[src/psg_pkg.sv]
package psg_pkg;

    // ------------------------------------------------------------
    // Widths
    // ------------------------------------------------------------
    localparam int unsigned PWM_PINS   = 6;
    localparam int unsigned FAULT_PINS = 7;
    localparam int unsigned FAULT_NUM  = 4;
    localparam int unsigned SENSE_NUM  = 3;
    localparam int unsigned REG_W      = 8;
    localparam int unsigned IDX_W      = 8;
    localparam int unsigned DATA_W     = 32;
    localparam int unsigned STRB_W     = 4;
    localparam int unsigned ADDR_W     = 12;
    localparam int unsigned IDX_LSB    = 2;

    // ------------------------------------------------------------
    // Register indices (byte address is four times the index)
    // ------------------------------------------------------------
    localparam logic [IDX_W-1:0] IDX_PWM_PORT_DATA       = 8'h18;
    localparam logic [IDX_W-1:0] IDX_PWM_PORT_PIN_LEVEL  = 8'h19;
    localparam logic [IDX_W-1:0] IDX_PWM_PORT_DIRECTION  = 8'h1A;
    localparam logic [IDX_W-1:0] IDX_PWM_PORT_DRIVE      = 8'h1B;
    localparam logic [IDX_W-1:0] IDX_PWM_PORT_PULL_EN    = 8'h1C;
    localparam logic [IDX_W-1:0] IDX_PWM_PORT_POLARITY   = 8'h1D;
    localparam logic [IDX_W-1:0] IDX_FAULT_PORT_DATA     = 8'h20;
    localparam logic [IDX_W-1:0] IDX_FAULT_PORT_PIN_LVL  = 8'h21;
    localparam logic [IDX_W-1:0] IDX_FAULT_PORT_DIR      = 8'h22;

    // ------------------------------------------------------------
    // Reset values
    // ------------------------------------------------------------
    localparam logic [PWM_PINS-1:0]   PWM_RST   = 6'h00;
    localparam logic [FAULT_PINS-1:0] FAULT_RST = 7'h00;

    // ------------------------------------------------------------
    // AXI responses
    // ------------------------------------------------------------
    localparam logic [1:0] RESP_OKAY   = 2'h0;
    localparam logic [1:0] RESP_SLVERR = 2'h2;

endpackage

[src/psg_regbus_if.sv]
`timescale 1ns/1ps
interface psg_regbus_if;
    import psg_pkg::*;

    logic                   wr_en;
    logic [IDX_W-1:0]       wr_idx;
    logic [DATA_W-1:0]      wr_data;
    logic                   wr_byte0;
    logic                   wr_ok;
    logic                   rd_en;
    logic [IDX_W-1:0]       rd_idx;
    logic [DATA_W-1:0]      rd_data;
    logic                   rd_ok;

    modport slave_side (
        output wr_en,
        output wr_idx,
        output wr_data,
        output wr_byte0,
        input  wr_ok,
        output rd_en,
        output rd_idx,
        input  rd_data,
        input  rd_ok
    );

    modport reg_side (
        input  wr_en,
        input  wr_idx,
        input  wr_data,
        input  wr_byte0,
        output wr_ok,
        input  rd_en,
        input  rd_idx,
        output rd_data,
        output rd_ok
    );
endinterface

[src/psg_axil_slave.sv]
`timescale 1ns/1ps
module psg_axil_slave
    import psg_pkg::*;
(
    input  wire logic                aclk,
    input  wire logic                aresetn,
    input  wire logic [ADDR_W-1:0]   s_axil_awaddr,
    input  wire logic                s_axil_awvalid,
    output logic                     s_axil_awready,
    input  wire logic [DATA_W-1:0]   s_axil_wdata,
    input  wire logic [STRB_W-1:0]   s_axil_wstrb,
    input  wire logic                s_axil_wvalid,
    output logic                     s_axil_wready,
    output logic [1:0]               s_axil_bresp,
    output logic                     s_axil_bvalid,
    input  wire logic                s_axil_bready,
    input  wire logic [ADDR_W-1:0]   s_axil_araddr,
    input  wire logic                s_axil_arvalid,
    output logic                     s_axil_arready,
    output logic [DATA_W-1:0]        s_axil_rdata,
    output logic [1:0]               s_axil_rresp,
    output logic                     s_axil_rvalid,
    input  wire logic                s_axil_rready,
    psg_regbus_if.slave_side         rb
);

    logic                aw_held_reg;
    logic                w_held_reg;
    logic                ar_held_reg;
    logic [IDX_W-1:0]    aw_idx_reg;
    logic [IDX_W-1:0]    ar_idx_reg;
    logic [DATA_W-1:0]   w_data_reg;
    logic                w_byte0_reg;

    // ------------------------------------------------------------
    // Write channels
    // ------------------------------------------------------------
    // Address and data are taken in either order, then committed together
    always_ff @(posedge aclk) begin
        if (!aresetn) begin
            aw_held_reg    <= 1'b0;
            w_held_reg     <= 1'b0;
            aw_idx_reg     <= '0;
            w_data_reg     <= '0;
            w_byte0_reg    <= 1'b0;
            s_axil_awready <= 1'b0;
            s_axil_wready  <= 1'b0;
            s_axil_bvalid  <= 1'b0;
            s_axil_bresp   <= RESP_OKAY;
        end else begin
            s_axil_awready <= !aw_held_reg && !s_axil_bvalid
                              && !(s_axil_awvalid && s_axil_awready);
            s_axil_wready  <= !w_held_reg && !s_axil_bvalid
                              && !(s_axil_wvalid && s_axil_wready);
            if (s_axil_awvalid && s_axil_awready) begin
                aw_held_reg <= 1'b1;
                aw_idx_reg  <= s_axil_awaddr[IDX_LSB +: IDX_W];
            end
            if (s_axil_wvalid && s_axil_wready) begin
                w_held_reg  <= 1'b1;
                w_data_reg  <= s_axil_wdata;
                w_byte0_reg <= s_axil_wstrb[0];
            end
            if (rb.wr_en) begin
                aw_held_reg   <= 1'b0;
                w_held_reg    <= 1'b0;
                s_axil_bvalid <= 1'b1;
                s_axil_bresp  <= rb.wr_ok ? RESP_OKAY : RESP_SLVERR;
            end else if (s_axil_bvalid && s_axil_bready) begin
                s_axil_bvalid <= 1'b0;
            end
        end
    end

    assign rb.wr_en    = aw_held_reg && w_held_reg && !s_axil_bvalid;
    assign rb.wr_idx   = aw_idx_reg;
    assign rb.wr_data  = w_data_reg;
    assign rb.wr_byte0 = w_byte0_reg;

    // ------------------------------------------------------------
    // Read channels
    // ------------------------------------------------------------
    always_ff @(posedge aclk) begin
        if (!aresetn) begin
            ar_held_reg    <= 1'b0;
            ar_idx_reg     <= '0;
            s_axil_arready <= 1'b0;
            s_axil_rvalid  <= 1'b0;
            s_axil_rdata   <= '0;
            s_axil_rresp   <= RESP_OKAY;
        end else begin
            s_axil_arready <= !ar_held_reg && !s_axil_rvalid
                              && !(s_axil_arvalid && s_axil_arready);
            if (s_axil_arvalid && s_axil_arready) begin
                ar_held_reg <= 1'b1;
                ar_idx_reg  <= s_axil_araddr[IDX_LSB +: IDX_W];
            end
            if (rb.rd_en) begin
                ar_held_reg   <= 1'b0;
                s_axil_rvalid <= 1'b1;
                s_axil_rdata  <= rb.rd_data;
                s_axil_rresp  <= rb.rd_ok ? RESP_OKAY : RESP_SLVERR;
            end else if (s_axil_rvalid && s_axil_rready) begin
                s_axil_rvalid <= 1'b0;
            end
        end
    end

    assign rb.rd_en  = ar_held_reg && !s_axil_rvalid;
    assign rb.rd_idx = ar_idx_reg;

endmodule

[src/psg_gpio_ports.sv]
`timescale 1ns/1ps
// Behaviour
// - In reset every pin of the PWM port is an undriven input with no pull.
// - In reset every pin of the fault port is an undriven input.
// - A data register read gives the stored bit where direction is 1, else the pin level.
// - The pin level registers always show the pins and ignore writes.
// - Data, direction, drive, pull enable and polarity registers are read and written anytime.
// - An enabled PWM channel drives its pin as an output whatever the direction bit.
// - PWM channels 5 to 0 appear on PWM port pins 5 to 0.
// - When a PWM channel or function is disabled the direction bit rules its pin again.
// - An enabled fault or current sense function forces its pin to input.
// - Fault port pins 3 to 0 feed the fault inputs and pins 6 to 4 the current sense inputs.
// - The PWM port direction register controls six pins, 0 input and 1 output.
// - The fault port direction register controls seven pins, 0 input and 1 output.
// - A drive bit of 1 selects reduced drive on an output, 0 full drive, no effect on inputs.
// - A pull enable bit of 1 turns the pull device on, 0 off, no effect on outputs.
// - Polarity 0 selects pull-up and 1 pull-down, only for direction 0 with pull enabled.
module psg_gpio_ports
    import psg_pkg::*;
#(
    parameter int unsigned N_PWM   = PWM_PINS,
    parameter int unsigned N_FAULT = FAULT_PINS
) (
    input  wire logic                aclk,
    input  wire logic                aresetn,
    input  wire logic [ADDR_W-1:0]   s_axil_awaddr,
    input  wire logic                s_axil_awvalid,
    output logic                     s_axil_awready,
    input  wire logic [DATA_W-1:0]   s_axil_wdata,
    input  wire logic [STRB_W-1:0]   s_axil_wstrb,
    input  wire logic                s_axil_wvalid,
    output logic                     s_axil_wready,
    output logic [1:0]               s_axil_bresp,
    output logic                     s_axil_bvalid,
    input  wire logic                s_axil_bready,
    input  wire logic [ADDR_W-1:0]   s_axil_araddr,
    input  wire logic                s_axil_arvalid,
    output logic                     s_axil_arready,
    output logic [DATA_W-1:0]        s_axil_rdata,
    output logic [1:0]               s_axil_rresp,
    output logic                     s_axil_rvalid,
    input  wire logic                s_axil_rready,
    input  wire logic [N_PWM-1:0]    pwm_port_pins_in,
    output logic      [N_PWM-1:0]    pwm_port_pins_out,
    output logic      [N_PWM-1:0]    pwm_port_pins_oe,
    output logic      [N_PWM-1:0]    pwm_port_drive_reduced,
    output logic      [N_PWM-1:0]    pwm_port_pull_on,
    output logic      [N_PWM-1:0]    pwm_port_pull_down,
    input  wire logic [N_FAULT-1:0]  fault_port_pins_in,
    output logic      [N_FAULT-1:0]  fault_port_pins_out,
    output logic      [N_FAULT-1:0]  fault_port_pins_oe,
    input  wire logic [N_PWM-1:0]    pwm_channel_enable,
    input  wire logic [N_PWM-1:0]    pwm_channel_outputs,
    input  wire logic [N_FAULT-1:0]  fault_function_enable,
    output logic      [FAULT_NUM-1:0] fault_inputs,
    output logic      [SENSE_NUM-1:0] current_sense_inputs
);

    // ------------------------------------------------------------
    // Helpers
    // ------------------------------------------------------------
    // Output pins read back the latch, inputs read the synchronised pin
    function automatic logic [REG_W-1:0] port_read(
        input logic [REG_W-1:0] dir,
        input logic [REG_W-1:0] stored,
        input logic [REG_W-1:0] pin
    );
        port_read = (dir & stored) | (~dir & pin);
    endfunction

    function automatic logic [DATA_W-1:0] widen(input logic [REG_W-1:0] v);
        widen = {{(DATA_W-REG_W){1'b0}}, v};
    endfunction

    // ------------------------------------------------------------
    // Register bus
    // ------------------------------------------------------------
    psg_regbus_if rb ();

    psg_axil_slave u_slave (
        .aclk           (aclk),
        .aresetn        (aresetn),
        .s_axil_awaddr  (s_axil_awaddr),
        .s_axil_awvalid (s_axil_awvalid),
        .s_axil_awready (s_axil_awready),
        .s_axil_wdata   (s_axil_wdata),
        .s_axil_wstrb   (s_axil_wstrb),
        .s_axil_wvalid  (s_axil_wvalid),
        .s_axil_wready  (s_axil_wready),
        .s_axil_bresp   (s_axil_bresp),
        .s_axil_bvalid  (s_axil_bvalid),
        .s_axil_bready  (s_axil_bready),
        .s_axil_araddr  (s_axil_araddr),
        .s_axil_arvalid (s_axil_arvalid),
        .s_axil_arready (s_axil_arready),
        .s_axil_rdata   (s_axil_rdata),
        .s_axil_rresp   (s_axil_rresp),
        .s_axil_rvalid  (s_axil_rvalid),
        .s_axil_rready  (s_axil_rready),
        .rb             (rb.slave_side)
    );

    // ------------------------------------------------------------
    // Storage
    // ------------------------------------------------------------
    logic [N_PWM-1:0]   pwm_data_reg;
    logic [N_PWM-1:0]   pwm_dir_reg;
    logic [N_PWM-1:0]   pwm_drive_reg;
    logic [N_PWM-1:0]   pwm_pull_en_reg;
    logic [N_PWM-1:0]   pwm_pol_reg;
    logic [N_FAULT-1:0] fault_data_reg;
    logic [N_FAULT-1:0] fault_dir_reg;

    logic [N_PWM-1:0]   pwm_meta_reg;
    logic [N_PWM-1:0]   pwm_sync_reg;
    logic [N_FAULT-1:0] fault_meta_reg;
    logic [N_FAULT-1:0] fault_sync_reg;

    logic               wr_byte;
    logic [REG_W-1:0]   wr_val;

    assign wr_byte = rb.wr_en && rb.wr_byte0;
    assign wr_val  = rb.wr_data[REG_W-1:0];

    // ------------------------------------------------------------
    // Pin synchronisers
    // ------------------------------------------------------------
    always_ff @(posedge aclk) begin
        if (!aresetn) begin
            pwm_meta_reg   <= '0;
            pwm_sync_reg   <= '0;
            fault_meta_reg <= '0;
            fault_sync_reg <= '0;
        end else begin
            pwm_meta_reg   <= pwm_port_pins_in;
            pwm_sync_reg   <= pwm_meta_reg;
            fault_meta_reg <= fault_port_pins_in;
            fault_sync_reg <= fault_meta_reg;
        end
    end

    // ------------------------------------------------------------
    // PWM port registers
    // ------------------------------------------------------------
    // written anytime
    // bits above the port stay unstored
    always_ff @(posedge aclk) begin
        if (!aresetn) begin
            pwm_data_reg    <= PWM_RST;
            pwm_dir_reg     <= PWM_RST;
            pwm_drive_reg   <= PWM_RST;
            pwm_pull_en_reg <= PWM_RST;
            pwm_pol_reg     <= PWM_RST;
        end else if (wr_byte) begin
            unique case (rb.wr_idx)
                IDX_PWM_PORT_DATA:      pwm_data_reg    <= wr_val[N_PWM-1:0];
                IDX_PWM_PORT_DIRECTION: pwm_dir_reg     <= wr_val[N_PWM-1:0];
                IDX_PWM_PORT_DRIVE:     pwm_drive_reg   <= wr_val[N_PWM-1:0];
                IDX_PWM_PORT_PULL_EN:   pwm_pull_en_reg <= wr_val[N_PWM-1:0];
                IDX_PWM_PORT_POLARITY:  pwm_pol_reg     <= wr_val[N_PWM-1:0];
                default: begin
                end
            endcase
        end
    end

    // ------------------------------------------------------------
    // Fault port registers
    // ------------------------------------------------------------
    // seven direction bits
    always_ff @(posedge aclk) begin
        if (!aresetn) begin
            fault_data_reg <= FAULT_RST;
            fault_dir_reg  <= FAULT_RST;
        end else if (wr_byte) begin
            unique case (rb.wr_idx)
                IDX_FAULT_PORT_DATA: fault_data_reg <= wr_val[N_FAULT-1:0];
                IDX_FAULT_PORT_DIR:  fault_dir_reg  <= wr_val[N_FAULT-1:0];
                default: begin
                end
            endcase
        end
    end

    // ------------------------------------------------------------
    // Address decode and read mux
    // ------------------------------------------------------------
    logic [REG_W-1:0] pwm_dir_w;
    logic [REG_W-1:0] pwm_data_w;
    logic [REG_W-1:0] pwm_pin_w;
    logic [REG_W-1:0] fault_dir_w;
    logic [REG_W-1:0] fault_data_w;
    logic [REG_W-1:0] fault_pin_w;

    assign pwm_dir_w    = REG_W'(pwm_dir_reg);
    assign pwm_data_w   = REG_W'(pwm_data_reg);
    assign pwm_pin_w    = REG_W'(pwm_sync_reg);
    assign fault_dir_w  = REG_W'(fault_dir_reg);
    assign fault_data_w = REG_W'(fault_data_reg);
    assign fault_pin_w  = REG_W'(fault_sync_reg);

    // Pin level registers are mapped for writes too, but writes change nothing
    always_comb begin
        unique case (rb.wr_idx)
            IDX_PWM_PORT_DATA, IDX_PWM_PORT_PIN_LEVEL, IDX_PWM_PORT_DIRECTION,
            IDX_PWM_PORT_DRIVE, IDX_PWM_PORT_PULL_EN, IDX_PWM_PORT_POLARITY,
            IDX_FAULT_PORT_DATA, IDX_FAULT_PORT_PIN_LVL, IDX_FAULT_PORT_DIR:
                rb.wr_ok = 1'b1;
            default:
                rb.wr_ok = 1'b0;
        endcase
    end

    always_comb begin
        rb.rd_ok   = 1'b1;
        rb.rd_data = '0;
        unique case (rb.rd_idx)
            IDX_PWM_PORT_DATA:
                rb.rd_data = widen(port_read(pwm_dir_w, pwm_data_w, pwm_pin_w));
            IDX_PWM_PORT_PIN_LEVEL:
                rb.rd_data = widen(pwm_pin_w);
            IDX_PWM_PORT_DIRECTION:
                rb.rd_data = widen(pwm_dir_w);
            IDX_PWM_PORT_DRIVE:
                rb.rd_data = widen(REG_W'(pwm_drive_reg));
            IDX_PWM_PORT_PULL_EN:
                rb.rd_data = widen(REG_W'(pwm_pull_en_reg));
            IDX_PWM_PORT_POLARITY:
                rb.rd_data = widen(REG_W'(pwm_pol_reg));
            IDX_FAULT_PORT_DATA:
                rb.rd_data = widen(port_read(fault_dir_w, fault_data_w, fault_pin_w));
            IDX_FAULT_PORT_PIN_LVL:
                rb.rd_data = widen(fault_pin_w);
            IDX_FAULT_PORT_DIR:
                rb.rd_data = widen(fault_dir_w);
            default:
                rb.rd_ok = 1'b0;
        endcase
    end

    // ------------------------------------------------------------
    // PWM port pad control
    // ------------------------------------------------------------
    logic [N_PWM-1:0] pwm_oe_next;
    logic [N_PWM-1:0] pwm_out_next;

    // direction bit rules when channel off
    assign pwm_oe_next  = pwm_channel_enable | pwm_dir_reg;
    // stored bit drives a GPIO output
    assign pwm_out_next = (pwm_channel_enable & pwm_channel_outputs)
                        | (~pwm_channel_enable & pwm_data_reg);

    // Pads follow one cycle late so every output leaves a flip-flop
    always_ff @(posedge aclk) begin
        if (!aresetn) begin
            pwm_port_pins_oe       <= '0;
            pwm_port_pins_out      <= '0;
            pwm_port_drive_reduced <= '0;
            pwm_port_pull_on       <= '0;
            pwm_port_pull_down     <= '0;
        end else begin
            pwm_port_pins_oe       <= pwm_oe_next;
            pwm_port_pins_out      <= pwm_out_next;
            pwm_port_drive_reduced <= pwm_drive_reg & pwm_oe_next;
            pwm_port_pull_on       <= pwm_pull_en_reg & ~pwm_oe_next;
            // polarity when input with pull enabled
            pwm_port_pull_down     <= pwm_pol_reg & pwm_pull_en_reg & ~pwm_oe_next;
        end
    end

    // ------------------------------------------------------------
    // Fault port pad control
    // ------------------------------------------------------------
    always_ff @(posedge aclk) begin
        if (!aresetn) begin
            fault_port_pins_oe  <= '0;
            fault_port_pins_out <= '0;
        end else begin
            // direction bit rules when function off
            fault_port_pins_oe  <= ~fault_function_enable & fault_dir_reg;
            // stored bit drives a GPIO output
            fault_port_pins_out <= fault_data_reg;
        end
    end

    // ------------------------------------------------------------
    // Feeds to the PWM module
    // ------------------------------------------------------------
    // Levels pass even with the function off; the PWM module masks them
    always_ff @(posedge aclk) begin
        if (!aresetn) begin
            fault_inputs         <= '0;
            current_sense_inputs <= '0;
        end else begin
            // pins 3..0 fault, 6..4 current sense
            fault_inputs         <= fault_sync_reg[FAULT_NUM-1:0];
            current_sense_inputs <= fault_sync_reg[FAULT_NUM +: SENSE_NUM];
        end
    end

endmodule

[config.mk]
export PLATFORM = sky130hd
export DESIGN_NAME = psg_gpio_ports
export DESIGN_NICKNAME = d
export VERILOG_FILES = /design/src/psg_pkg.sv /design/src/psg_regbus_if.sv /design/src/psg_axil_slave.sv /design/src/psg_gpio_ports.sv
export SDC_FILE = /design/constraint.sdc
export NUM_CORES = 1
export LEC_CHECK = 0
export BUFFER_PORTS_ARGS = -buffer_cell sky130_fd_sc_hd__clkbuf_2
export CAP_MARGIN = 10
export CORE_MARGIN = 1
export CORE_UTILIZATION = 54
export DETAILED_ROUTE_END_ITERATION = 7
export PLACE_DENSITY_LB_ADDON = 0.08
export SLEW_MARGIN = 10
export SYNTH_ARGS = -nofsm -noshare
export SYNTH_HDL_FRONTEND = slang
export SYNTH_HIERARCHICAL = 1
export SYNTH_SLANG_ARGS = --single-unit
[constraint.sdc]
create_clock -name aclk -period 2.1 [get_ports aclk]
set_input_delay 0.42 -clock aclk [delete_from_list [all_inputs] [get_ports aclk]]
set_output_delay 0.42 -clock aclk [all_outputs]
set_load 0.02 [all_outputs]
; Yosys cells after proc, flatten, opt, wreduce, memory -nomap -nowiden
; Index checks and enable logic that the tools add are counted.
[totals]
out_inout_bits = 92
elab_cells = 119
ff_bits = 189
input_bits = 99
[op_classes]
muxes = 9
n_eq_ne = 18
bitwise = 21
reduce_logical = 36
[ops]
columns = cell, count
row1 = 8-bit by 5-bit equality test with 1-bit output (second input constant), 12
row2 = 8-bit case mux with 9 select lines, 1
row3 = 8-bit by 6-bit equality test with 1-bit output (second input constant), 6
row4 = 6-bit AND, 7
row5 = 9-bit OR reduction, 2
row6 = 1-bit logical AND, 15
row7 = 7-bit AND, 2
row8 = 2-bit AND reduction, 7
row9 = 6-bit inverter, 2
row10 = 6-bit OR, 2
row11 = 8-bit by 6-bit AND with 8-bit output, 1
row12 = 8-bit by 7-bit AND with 8-bit output, 1
row13 = 1-bit logical NOT, 8
row14 = 6-bit inverter with 8-bit output, 1
row15 = 7-bit inverter with 8-bit output, 1
row16 = 6-bit by 8-bit OR with 8-bit output, 1
row17 = 7-bit by 8-bit OR with 8-bit output, 1
row18 = 7-bit inverter, 1
row19 = 1-bit two-way mux, 6
row20 = 2-bit two-way mux, 2
row21 = 2-bit nonzero test, 2
row22 = 2-bit OR reduction, 2
row23 = 1-bit inverter, 1

; Depth between registers and ports, before layout
[logic_depth]
depth_word = 4
mapped_depth = 7
depth_no_buf = 6

; Modules after synthesis
; Netlist, hierarchy kept.
[modules_own_cells]
columns = module, instances, area_each_um2, seq_area_each_um2, cells_per_inst
row1 = psg_gpio_ports, 1, 4471.8, 2422.3, 428
row2 = psg_axil_slave, 1, 3402.0, 1821.7, 393

; Worst setup path after synthesis
; Ideal clock, no wire load.
[synth_timing]
path_type = register -> register
startpoint = register u_slave.s_axil_bvalid
endpoint = register fault_data_reg[0]
stages_incl_launch_ff = 7
n_path_buf = 1
setup_ns = 0.117
required_time_ns = 1.983
arrival_ns = 1.773
path_slack_ns = 0.210
period_less_slack_ns = 1.890
cell_sequence = dfxtp_1 > and3b_1 > clkbuf_1 > nor4bb_1 > nand3_1 > mux2i_1 > nor2b_1
[synth_via]
elab_chain_cells = 4
[synth_rtl]
columns = element, line
row1 = "start, declared", psg_axil_slave.sv:15  ; output logic s_axil_bvalid,
row2 = "start signal, assigned", psg_axil_slave.sv:48  ; s_axil_bvalid <= 1'b0;
row3 = "start signal, assigned", psg_axil_slave.sv:67  ; s_axil_bvalid <= 1'b1;
row4 = "start signal, assigned", psg_axil_slave.sv:70  ; s_axil_bvalid <= 1'b0;
row5 = 1-bit logical NOT, psg_axil_slave.sv:75  ; assign rb.wr_en = aw_held_reg && w_held_reg && !s_axil_bvalid;
row6 = 1-bit logical AND, psg_axil_slave.sv:75
row7 = net rb.wr_en, psg_regbus_if.sv:5  ; logic wr_en;
row8 = 1-bit logical AND, psg_gpio_ports.sv:122  ; assign wr_byte = rb.wr_en && rb.wr_byte0;
row9 = 2-bit AND reduction (no source line), --
row10 = "end signal, assigned", psg_gpio_ports.sv:177  ; IDX_FAULT_PORT_DATA: fault_data_reg <= wr_val[N_FAULT-1:0];
row11 = "end, declared", psg_gpio_ports.sv:111  ; logic [N_FAULT-1:0] fault_data_reg;
; The timed path passes the listed nets, and every way through them passes these cells.
; A chain may end at the register's enable or synchronous reset.

; Worst setup path after layout
[layout_timing]
startpoint = register u_slave.ar_idx_reg[7] (netlist: u_slave/rb.rd_idx[7])
endpoint = register u_slave.s_axil_rresp[1]
[layout_via]
elab_chain_cells = 4
elab_cells_between_ends = 12
classes_between = 9 x eq/ne / 2 x mux / 1 x reduce/logical
[layout_rtl]
columns = element, line
row1 = "start, declared", psg_axil_slave.sv:31  ; logic [IDX_W-1:0] ar_idx_reg;
row2 = "start signal, assigned", psg_axil_slave.sv:96  ; ar_idx_reg <= s_axil_araddr[IDX_LSB +: IDX_W];
row3 = 8-bit by 6-bit equality test with 1-bit output / 8-bit by 5-bit equality test with 1-bit output (equally long branches), psg_gpio_ports.sv:217  ; unique case (rb.rd_idx)
row4 = 9-bit OR reduction (no source line) (*), --
row5 = 1-bit two-way mux (*), psg_gpio_ports.sv:217
row6 = net rb.rd_ok, psg_regbus_if.sv:13  ; logic rd_ok;
row7 = 2-bit two-way mux (*), psg_axil_slave.sv:102  ; s_axil_rresp <= rb.rd_ok ? RESP_OKAY : RESP_SLVERR;
row8 = "end signal, assigned", psg_axil_slave.sv:102
row9 = "end, declared", psg_axil_slave.sv:21  ; output logic [1:0] s_axil_rresp,
; The timed path passes the listed nets; every way through them passes the cells marked *.

==> metrics <==
CP Class reg -> reg; Pre-antenna DRT Iters 5; met3 wire length 1070 µm; Reg area about 0.0037 mm²; post-route ant nets 0; area of the multi-input gates roughly 0.0031 mm²; Ant. Diodes 0; Post-DP HPWL 11,300 µm; Period minus WS final 1910 ps; Avg Cell Area, Syn 9.72 µm²; Critical Path RT 2420 ps; Die Height 116 µm; post-DR vias/cell about 5.1; Final setup viols 0; via count 5,473; largest net degree at the start of global routing 40; share of layout cells above drive strength 1 0.240; Worst-path clk slew ~70 ps; synthesized cell area 0.00699 mm²; first-pass GRT wire length 25,400 µm; Reg with most FFs u_slave/s_axil_rdata; Die Width 116 µm; initial antenna violation count 0; metal2 WL about 7400 µm; Layout Nets ~1,000; Avg WL per Cell 14.6 µm; placed cells 1,040; core area 0.0126 mm²; aggregate routed wire length between 15,000 and 20,000 µm; Post-DP Area 0.00799 mm²; gp weighted congestion 0.836; max-cap viol count 0; DRC errors left 0; period utilisation layout 0.910; Pwr Total 7.48 mW; Area Overhead vs Synth 23.3%; Sink Count ~190; min-delay src fault_function_enable[0]; fillers between 1,000 and 1,500; num rows about 40; CTS Buf Count 17; setup ws final approximately 190 ps; yosys warns 6; Critical Path Source u_slave/rb.rd_idx[7]$_SDFFE_PN0P_; worst-margin pin slew 614 ps; maximum fanout along the worst path 8; unrepaired setup endpoints after global routing no; Syn Inst Count between 700 and 800; DRT iter0 DRCs between 200 and 300; H-tree depth 4; insertion delay to the later sink of the worst-skew pair roughly 430 ps; slowest stage delay, CP 590 ps; Port-buffer cells 152; Fin Setup TNS 0 ps; number of global-route vias before repair 5,245; HP Class in -> reg; Leakage 3.77 nW; Worst R2R Start u_slave/rb.rd_idx[7]$_SDFFE_PN0P_; Largest register FFs 32; Critical Path Slowest Stage Cell or4_1; Resized Gates After CTS 0; total track usage 0.248; crit path DAT about 2200 ps; outcome finished clean; Hold Vio Cnt, Final 0; Cell Pwr Density between 800 and 900 mW/mm²; worst hold slack 151 ps; total global routing overflow 0; CTS tree built; worst path cell trace or2_2 -> or4_1 -> and2_1 -> o221ai_1 -> nand2_1 -> o211a_1; top sig layer met4; Longest Clk Path Bufs 2; Critical Path Sink Type register; Max Clock Freq ~520 MHz; Worst VDD drop 538 µV; fin cells between 1,000 and 1,500; cell area after layout 0.00862 mm²; slew margin rel. 0.590; I/O Pins approximately 190; Initial Util 0.554; Post-CTS Setup Bufs 0; Setup WS pre-CTS around 210 ps; crit start category register; M1 WL 6900 µm; Fin Clk Skew about 8.6 ps; full die area 0.0134 mm²; hold_buf cts 0; Final Max Slew Viols 0; CTS Root Cell clkbuf_16; final core occ 0.683
[layer usage]
| metal | track usage | up-vias |
|---|---|---|
| li1 | - | 2717 |
| met1 | 0.312 | 2556 |
| met2 | 0.401 | 176 |
| met3 | 0.0748 | 24 |
| met4 | 0.0991 | 0 |
| met5 | 0 | - |
[worst max-delay path, delay by kind of cell (launching register included)]
family	cells	cell delay, ps
and+or+nand+nor	4	1200
AOI/OAI and AO/OA	2	290
DFF	1	310
[report_power, final]
part | internal, mW | switching [mW]
sequential | 3.64 | 0.0595
clock | 2.00 | 1.32
combinational | 0.196 | 0.272
total | 5.83 | 1.65
[placed cells by master (no fill, tap or decap), drive strengths merged, types with 4 or more instances in the layout]
cell type and count:
a21boi 56, a221oi 5, a22o 6, and2 58, buf 22, clkbuf 173, clkinv 4, clkinvlp 4
conb 27, dfxtp 187, inv 7, mux2 4, mux2i 57, nand2 172, nand2b 5, nand3 8
nor2 8, nor2b 18, nor3 10, nor3b 7, nor4b 4, o211ai 4, o21a 7, or4 4
[layout make-up]
class / count / share of cell area
Tap cell: 172 / 0.0250
Clock inverter: 10 / 0.0161
Inverter: 8 / 0.00407
Clock buffer: 22 / 0.0562
Sequential cell: 187 / 0.435
Multi-Input combinational cell: 500 / 0.354
Timing Repair Buffer: 173 / 0.110
[final timing paths]
| check | end | slack, ps | depth (start not counted) |
|---|---|---|---|
| max | u_slave/s_axil_rresp[1]$_SDFFE_PN0P_ | 190 | 6 |
| min | fault_port_pins_oe[0]$_SDFF_PN0_ | 150 | 2 |
| max reg2reg | u_slave/s_axil_rresp[1]$_SDFFE_PN0P_ | 190 | 6 |
| min reg2reg | fault_sync_reg[2]$_SDFF_PN0_ | 430 | 1 |
Power figures use the tool's default switching activity.
